File: src/common/mac_sat_pkg.sv
// shared constants and types for the mac saturation and rounding stage
package mac_sat_pkg;

  localparam int ACC_W = 40;
  localparam int WORD_W = 16;
  localparam int GUARD_W = 8;
  localparam int ADR_W = 8;

  // accumulator field positions
  localparam int LOW_LSB = 0;
  localparam int MID_LSB = 16;
  localparam int GUARD_LSB = 32;
  localparam int GUARD_MSB = 39;
  localparam int SIGN32_BIT = 31;

  // rounding constants
  localparam logic [ACC_W-1:0] ROUND_ADDEND = 40'h00_0000_8000;
  localparam logic [WORD_W-1:0] ROUND_MIDPOINT = 16'h8000;
  localparam int ROUND_FORCE_BIT = 16;

  // saturation values
  localparam logic [ACC_W-1:0] SAT_POSITIVE = 40'h00_7fff_ffff;
  localparam logic [ACC_W-1:0] SAT_NEGATIVE = 40'hff_8000_0000;

  // register byte offsets
  localparam logic [ADR_W-1:0] OFS_ROUND_CTRL = 8'h00;
  localparam logic [ADR_W-1:0] OFS_ARITH_STATUS = 8'h04;
  localparam logic [ADR_W-1:0] OFS_IRQ_STATUS = 8'h08;
  localparam logic [ADR_W-1:0] OFS_IRQ_MASK = 8'h0c;
  localparam logic [ADR_W-1:0] OFS_ACC_LOW = 8'h10;
  localparam logic [ADR_W-1:0] OFS_ACC_MID = 8'h14;
  localparam logic [ADR_W-1:0] OFS_ACC_GUARD = 8'h18;
  localparam logic [ADR_W-1:0] OFS_FEEDBACK = 8'h1c;

  // field positions
  localparam int BIASED_ROUND_BIT = 12;
  localparam int MAC_OVERFLOW_BIT = 0;
  localparam int EV_OVERFLOW_BIT = 0;
  localparam int EV_SATURATED_BIT = 1;
  localparam int EV_W = 2;

  // reset values
  localparam logic [ACC_W-1:0] ACC_RESET = 40'h00_0000_0000;
  localparam logic [WORD_W-1:0] FEEDBACK_RESET = 16'h0000;
  localparam logic [EV_W-1:0] IRQ_MASK_RESET = 2'h0;
  localparam logic BIASED_RESET = 1'b0;

  typedef enum logic [2:0] {
    OP_NONE,
    OP_MUL,
    OP_MAC_ADD,
    OP_MAC_SUB,
    OP_CLEAR,
    OP_SATURATE
  } mac_op_t;

  // one instruction from the sequencer, valid for the cycle it is presented
  typedef struct packed {
    logic valid;
    mac_op_t op;
    logic round_request;
    logic to_feedback;
    logic [ACC_W-1:0] product;
  } mac_req_t;

  typedef struct packed {
    logic cyc;
    logic stb;
    logic we;
    logic [ADR_W-1:0] adr;
    logic [3:0] sel;
    logic [31:0] dat;
  } wb_req_t;

endpackage

File: src/rtl/mac_saturate_round.sv
// overflow, saturation and rounding stage of the multiply/accumulate unit
// What this block does
// RULE_01: every multiply/accumulate operation rewrites the mac overflow flag.
// RULE_02: flag is set when top nine accumulator bits are not all equal.
// RULE_03: saturate: no change if flag clear, else full-scale by guard sign.
// RULE_04: saturation happens only on the explicit saturate instruction.
// RULE_05: software saturates only after a whole accumulation sequence.
// RULE_06: software keeps overflows below 256 so guard sign stays true.
// RULE_07: rounding requested by instruction acts at the bit 15/16 boundary.
// RULE_08: rounded result goes to feedback (16 bits) or accumulator (40 bits).
// RULE_09: rounding adds one at bit 15 with full carry upward.
// RULE_10: unbiased midpoint 0x8000 forces bit 16 of the result to zero.
// RULE_11: midpoint check runs on every rounding operation.
// RULE_12: control bit 12 picks unbiased (0) or biased (1) rounding.
// RULE_13: biased mode rounds every midpoint upward.
// RULE_14: accumulator is low word, middle word and 8-bit guard byte.
// RULE_15: saturate and rounded accumulate finish in one cycle.
module mac_saturate_round
  import mac_sat_pkg::*;
(
  input wire logic clock,
  input wire logic rst,
  input wire logic wb_cyc_i,
  input wire logic wb_stb_i,
  input wire logic wb_we_i,
  input wire logic [ADR_W-1:0] wb_adr_i,
  input wire logic [3:0] wb_sel_i,
  input wire logic [31:0] wb_dat_i,
  output logic [31:0] wb_dat_o,
  output logic wb_ack_o,
  input wire mac_req_t req,
  output logic [ACC_W-1:0] accum_result,
  output logic [WORD_W-1:0] feedback_result_reg,
  output logic mac_overflow_flag,
  output logic irq
);

  logic [ACC_W-1:0] accum_reg, accum_next;
  logic [WORD_W-1:0] feedback_reg, feedback_next;
  logic flag_reg, flag_next;
  logic biased_reg;
  logic [EV_W-1:0] irq_status_reg, irq_status_next;
  logic [EV_W-1:0] irq_mask_reg;
  logic irq_reg;
  logic ack_reg;
  logic [31:0] rdata_reg;

  // RULE_14 accumulator fields
  wire [WORD_W-1:0] accum_low_word = accum_reg[MID_LSB-1:LOW_LSB];
  wire [WORD_W-1:0] accum_mid_word = accum_reg[GUARD_LSB-1:MID_LSB];
  wire [GUARD_W-1:0] accum_guard_byte = accum_reg[GUARD_MSB:GUARD_LSB];

  // instruction decode
  wire is_mul = req.valid && (req.op == OP_MUL);
  wire is_add = req.valid && (req.op == OP_MAC_ADD);
  wire is_sub = req.valid && (req.op == OP_MAC_SUB);
  wire is_clear = req.valid && (req.op == OP_CLEAR);
  wire is_sat = req.valid && (req.op == OP_SATURATE);
  wire mac_op = is_mul || is_add || is_sub || is_clear;
  wire to_accum = mac_op && !req.to_feedback;
  wire to_feedback = mac_op && req.to_feedback;

  // raw adder/subtracter result
  wire [ACC_W-1:0] sum_add = accum_reg + req.product;
  wire [ACC_W-1:0] sum_sub = accum_reg - req.product;
  wire [ACC_W-1:0] raw_result = is_mul ? req.product :
                                is_add ? sum_add :
                                is_sub ? sum_sub : ACC_RESET;

  // RULE_07 round on request
  wire [ACC_W-1:0] rounded_result;
  round_unit u_round (
    .value_in(raw_result),
    .biased_round_select(biased_reg),
    .value_out(rounded_result)
  );
  wire [ACC_W-1:0] final_result = req.round_request ? rounded_result : raw_result;

  // RULE_02 nine-bit sign check
  wire [8:0] top_nine = final_result[GUARD_MSB:SIGN32_BIT];
  wire result_overflow = !((&top_nine) || !(|top_nine));

  // RULE_03 saturation target
  wire [ACC_W-1:0] sat_value = accum_reg[GUARD_MSB] ? SAT_NEGATIVE : SAT_POSITIVE;
  wire sat_applies = is_sat && flag_reg;

  // RULE_04 only explicit saturate
  // RULE_08 accumulator or feedback
  // RULE_15 single-cycle write
  assign accum_next = sat_applies ? sat_value :
                      to_accum ? final_result : accum_reg;
  assign feedback_next = to_feedback ? final_result[GUARD_LSB-1:MID_LSB] : feedback_reg;
  // RULE_01 flag on every mac op
  assign flag_next = mac_op ? result_overflow : flag_reg;

  // register bus decode: request taken on the first cycle of a strobe
  wire bus_take = wb_cyc_i && wb_stb_i && !ack_reg;
  wire bus_write = bus_take && wb_we_i;
  wire [31:0] lane_mask = {{8{wb_sel_i[3]}}, {8{wb_sel_i[2]}},
                           {8{wb_sel_i[1]}}, {8{wb_sel_i[0]}}};
  wire [31:0] wdata = wb_dat_i & lane_mask;
  wire wr_ctrl = bus_write && (wb_adr_i == OFS_ROUND_CTRL) && wb_sel_i[1];
  wire wr_status = bus_write && (wb_adr_i == OFS_IRQ_STATUS);
  wire wr_mask = bus_write && (wb_adr_i == OFS_IRQ_MASK);

  // sticky events: a set in the same cycle as a clear wins
  wire [EV_W-1:0] ev_set = {sat_applies, mac_op && result_overflow};
  wire [EV_W-1:0] ev_clear = wr_status ? wdata[EV_W-1:0] : '0;
  assign irq_status_next = (irq_status_reg & ~ev_clear) | ev_set;

  wire [31:0] arith_status_reg = {{(31-MAC_OVERFLOW_BIT){1'b0}}, flag_reg};
  wire [31:0] ctrl_word = {{(31-BIASED_ROUND_BIT){1'b0}}, biased_reg,
                           {BIASED_ROUND_BIT{1'b0}}};
  wire [31:0] read_mux =
    (wb_adr_i == OFS_ROUND_CTRL) ? ctrl_word :
    (wb_adr_i == OFS_ARITH_STATUS) ? arith_status_reg :
    (wb_adr_i == OFS_IRQ_STATUS) ? {{(32-EV_W){1'b0}}, irq_status_reg} :
    (wb_adr_i == OFS_IRQ_MASK) ? {{(32-EV_W){1'b0}}, irq_mask_reg} :
    (wb_adr_i == OFS_ACC_LOW) ? {16'h0000, accum_low_word} :
    (wb_adr_i == OFS_ACC_MID) ? {16'h0000, accum_mid_word} :
    (wb_adr_i == OFS_ACC_GUARD) ? {24'h00_0000, accum_guard_byte} :
    (wb_adr_i == OFS_FEEDBACK) ? {16'h0000, feedback_reg} : 32'h0000_0000;

  // datapath state
  always_ff @(posedge clock) begin
    if (rst) begin
      accum_reg <= ACC_RESET;
      feedback_reg <= FEEDBACK_RESET;
      flag_reg <= 1'b0;
    end else begin
      accum_reg <= accum_next;
      feedback_reg <= feedback_next;
      flag_reg <= flag_next;
    end
  end

  // RULE_12 rounding mode control
  always_ff @(posedge clock) begin
    if (rst) begin
      biased_reg <= BIASED_RESET;
    end else if (wr_ctrl) begin
      biased_reg <= wdata[BIASED_ROUND_BIT];
    end
  end

  // interrupt status, mask and output; irq lags status by one cycle
  always_ff @(posedge clock) begin
    if (rst) begin
      irq_status_reg <= '0;
      irq_mask_reg <= IRQ_MASK_RESET;
      irq_reg <= 1'b0;
    end else begin
      irq_status_reg <= irq_status_next;
      if (wr_mask) begin
        irq_mask_reg <= wdata[EV_W-1:0];
      end
      irq_reg <= |(irq_status_reg & irq_mask_reg);
    end
  end

  // wishbone slave: one wait state, unmapped reads return zero
  always_ff @(posedge clock) begin
    if (rst) begin
      ack_reg <= 1'b0;
      rdata_reg <= 32'h0000_0000;
    end else begin
      ack_reg <= bus_take;
      if (bus_take && !wb_we_i) begin
        rdata_reg <= read_mux;
      end
    end
  end

  assign accum_result = accum_reg;
  assign feedback_result_reg = feedback_reg;
  assign mac_overflow_flag = flag_reg;
  assign irq = irq_reg;
  assign wb_ack_o = ack_reg;
  assign wb_dat_o = rdata_reg;
endmodule // mac_saturate_round

File: src/rtl/round_unit.sv
// rounding at the bit 15/16 boundary with midpoint correction
module round_unit
  import mac_sat_pkg::*;
(
  input wire logic [ACC_W-1:0] value_in,
  input wire logic biased_round_select,
  output logic [ACC_W-1:0] value_out
);

  logic [ACC_W-1:0] sum;
  logic midpoint;

  // RULE_09 add at fifteen
  assign sum = value_in + ROUND_ADDEND;
  // RULE_11 midpoint always checked
  assign midpoint = (value_in[MID_LSB-1:LOW_LSB] == ROUND_MIDPOINT);

  // RULE_10 clear bit sixteen
  // RULE_13 biased keeps carry
  always_comb begin
    value_out = sum;
    if (midpoint && !biased_round_select) begin
      value_out[ROUND_FORCE_BIT] = 1'b0;
    end
  end

endmodule // round_unit

File: config.mk
export PLATFORM = sky130hd
export DESIGN_NAME = mac_saturate_round
export DESIGN_NICKNAME = d
export VERILOG_FILES = /design/src/common/mac_sat_pkg.sv /design/src/rtl/mac_saturate_round.sv /design/src/rtl/round_unit.sv
export SDC_FILE = /design/constraint.sdc
export NUM_CORES = 1
export LEC_CHECK = 0
export ABC_AREA = 1
export ABC_CLOCK_PERIOD_IN_PS = 4200
export BUFFER_PORTS_ARGS = -buffer_cell sky130_fd_sc_hd__buf_2
export CORE_UTILIZATION = 55
export CTS_CLUSTER_DIAMETER = 60
export DETAILED_ROUTE_END_ITERATION = 7
export GPL_TIMING_DRIVEN = 0
export PLACE_DENSITY = 0.77
export SLEW_MARGIN = 0
export SYNTH_ARGS = -nofsm -noshare
export SYNTH_HDL_FRONTEND = slang
export SYNTH_SLANG_ARGS = --single-unit
File: constraint.sdc
create_clock -name clock -period 4.2 [get_ports clock]
set_input_delay 1.05 -clock clock [delete_from_list [all_inputs] [get_ports clock]]
set_output_delay 1.05 -clock clock [all_outputs]
set_load 0.1 [all_outputs]
==> results_tabular.tex <==
\begin{tabular}{lr}
\hline
Metric & Value \\
\hline
\multicolumn{2}{l}{\textbf{Routing}} \\
DRC violations left & 0 \\
DRT iter0 DRCs & 1889 \\
Number of nets still failing antenna checks after routing & 0 \\
DR WL/cell & 19.8 µm \\
Routed vias/inst & 5.67 \\
Final Routed Wirelength & 53800 µm \\
First-pass iteration count of the detailed router & 6 \\
Vias post-DR & 15400 \\
\multicolumn{2}{l}{\textbf{Place}} \\
Number of instances in the placed design & 2661 \\
Final HPWL from detailed placement & 44100 µm \\
\# port buffers & 137 \\
Final RePlAce weighted congestion & 1.07 \\
Placement Setup Slack & -0.874 ns \\
\multicolumn{2}{l}{\textbf{Cells and area}} \\
Layout Area Growth over Synthesis & 16.5\% \\
Fraction of final layout cells with drive strength greater than 1 & 23.2\% \\
Most common cell after layout, fill and taps aside & nand2\_1 \\
Most frequent cells in the layout & nand2\_1 (648), inv\_1 (375), nand3\_1 (153) \\
Number of antenna diodes & 0 \\
Net total in the final layout & 2603 \\
Count of placed standard cells in the final layout, fillers left out & 2712 \\
Max reg flops & 40 \\
\multicolumn{2}{l}{\textbf{Yosys}} \\
Avg Synthesized Cell Area & 5.61 µm² \\
Post-synthesis async set-or-reset flop share & 0\% \\
Count of flip-flops with a built-in enable after synthesis & 0 \\
Number of cells produced by synthesis & 2229 \\
Top flip-flop cell by instance count after synthesis & dfxtp\_1 \\
Sequential-to-total area share from yosys stat & 12.8\% \\
Total number of yosys warnings & 0 \\
Post-synthesis instance area & 0.0125 mm² \\
Flip-flop and latch count after synthesis & 80 \\
Post-synthesis cell type count & 55 \\
\multicolumn{2}{l}{\textbf{Die}} \\
\# IOs & 186 \\
Starting utilization of the core area & 56.6\% \\
Total Die Area & 0.0234 mm² \\
Placement row count & 54 \\
Die X & 153 µm \\
Die outline height & 153 µm \\
Placeable core region & 0.0221 mm² \\
\multicolumn{2}{l}{\textbf{Pwr}} \\
Power density normalized to cell area & 234 mW/mm² \\
Total power & 3.41 mW \\
Net switching fraction of the power & 49.2\% \\
Static Leakage & 8.13 nW \\
Worst vdd rail ir drop & 0.218 mV \\
Share of power burned in combinational logic & 50.2\% \\
Share of total power in sequential cells & 25.6\% \\
Part of the total power dissipated in the clock network & 24.2\% \\
Total net switching power & 1.68 mW \\
Internal power component & 1.73 mW \\
\multicolumn{2}{l}{\textbf{Timing}} \\
Final number of hold-violating endpoints & 0 \\
Worst Tran Pin Value & 1.06 ns \\
Final critical-path required period & 4.10 ns \\
Worst setup slack after layout & 0.0966 ns \\
Maximum frequency from static timing analysis & 244 MHz \\
Final setup vio count & 0 \\
Final Slew Violations & 0 \\
Tcrit/Tclk final & 97.7\% \\
Final-layout worst hold slack & 0.461 ns \\
Setup Total Neg Slack & 0 ns \\
Worst slew margin relative to its limit & 28.4\% \\
Worst clock skew & 0.0104 ns \\
\multicolumn{2}{l}{\textbf{Run}} \\
Max-cap violations & 0 \\
\multicolumn{2}{l}{\textbf{Setup path}} \\
Critical Path Slowest Stage Cell & fa\_1 \\
Largest delay share family, worst path & simple AND/OR/NAND/NOR gates \\
CP max stage delay & 0.38 ns \\
Type of destination of the critical path & flip-flop \\
Critical-path maximum fanout & 4 \\
Data required time of the critical path & 4.40 ns \\
Crit path launch type & primary input \\
Most Frequent Cell on Critical Path & nand2\_1 \\
Worst Path Arrival & 4.30 ns \\
Bufs and invs on worst path & 5 \\
Crit Path Category & primary input to flip-flop \\
\multicolumn{2}{l}{\textbf{Clocking}} \\
H-tree depth & 3 \\
Clock transition time at the flip-flop clock pins of the worst setup and hold paths & 0.06 ns \\
Largest buffer count on any clock path & 2 \\
Post-CTS Hold Buffers & 0 \\
Number of buffers created by CTS & 9 \\
Insertion delay to the later sink of the worst-skew pair & 0.34 ns \\
Clock root buffer & clkbuf\_16 \\
TritonCTS clock tree & built \\
Sink count of the clock tree & 80 \\
\multicolumn{2}{l}{\textbf{Global route}} \\
Largest net degree at the start of global routing & 15 \\
Vias in the first global route & 13900 \\
GRT overflow & 0 \\
Antenna violations before repair & 0 \\
Global-route wire length before repair & 79000 µm \\
Overall routing resource usage & 44.6\% \\
\multicolumn{2}{l}{\textbf{Min path}} \\
Hold Path Class & flip-flop to flip-flop \\
\multicolumn{2}{l}{\textbf{Outcome}} \\
Result of the run & finished, final reports clean \\
\hline
\end{tabular}
## path summary, 6_finish.rpt
kind / startpoint / to / slack, ns / depth (start not counted)
min: wb_dat_o[9] / wb_dat_o[9] / 0.46 / 2
max reg2reg: accum_result[0] / mac_overflow_flag / 0.40 / 30
min reg2reg: wb_dat_o[9] / wb_dat_o[9] / 0.46 / 2
max: req[0] / mac_overflow_flag / 0.1 / 28
## through the flow
step	area, µm²	utilization [%]
after global placement	13600	61.6
after floorplan	12600	-
final	14600	66.0
after global routing	14600	66.0
after detailed placement	13600	61.6
after CTS	14100	63.6
## cells in the mapped netlist, drive strengths merged (9+ instances only)
cell    number  share of area, %
nand2      766                26
o211ai      20               1.2
clkbuf      28              0.86
nor2       207               9.0
a211oi       9              0.54
nand3      175               7.8
ha          79               7.9
buf         60               3.8
nand4       36               1.8
xor2        15               1.0
nor3        26               1.2
inv        426                13
dfxtp       80                13
a21oi      140               5.7
o21ai       99               4.1
## metal layers
layer / up-vias / wire length [µm] / share of wire [%] / GRT usage [%]
met1: 6870 / 21400 / 40 / 56.6
met4: 0 / 3390 / 6.3 / 25.6
met5: - / 0 / 0 / 0
met3: 212 / 6620 / 12 / 13.0
met2: 954 / 22300 / 42 / 67.4
li1: 7335 / - / - / -
## power groups by stage
stage,logic (mW),clock network [mW],registers (mW)
after detailed placement,1.57,0,0.883
after floorplan,0.942,0,1.11
final,1.71,0.824,0.872
after global routing,1.82,0.851,0.871
after global placement,1.54,0,0.883
after CTS,1.59,0.814,0.867
## logic make-up (layout without fill, tap and decap cells)
kind of cell | after synthesis | in the layout | synth area share (%)
AOI/OAI and AO/OA | 302 | 302 | 13.7
DFF | 80 | 80 | 12.8
adders and majority gates | 81 | 81 | 8.22
and+or+nand+nor | 1223 | 1223 | 46.0
other | 1 | 16 | 0.0300
xor gates and xnor gates | 21 | 21 | 1.47
buffers and inverters | 521 | 709 | 17.7
## what timing repair did
action | CTS | global route
setup buffers | 9 | 26
pin swaps | 10 | 33
gates resized for setup | 20 | 93
setup endpoints to repair | 15 | 8
## layout make-up
| type | instances | area, µm² |
|---|---|---|
| repair buffers | 172 | 957 |
| flip-flops and latches | 80 | 1600 |
| clock inverters | 6 | 68.8 |
| inverters | 433 | 1630 |
| fillers | 2172 | 7520 |
| well taps | 280 | 350 |
| multi-input cells | 1643 | 9140 |
| plain buffers | 88 | 594 |
| clock buffers | 10 | 239 |
## worst register-to-register path, delay by kind of cell (launching register included)
kind            cells  cell delay [ns]
compound gates      2             0.24
fa+ha+maj           3             0.70
buf+inv             4             0.40
flops               1             0.37
simple gates       21             1.95
Power figures use the tool's default switching activity.
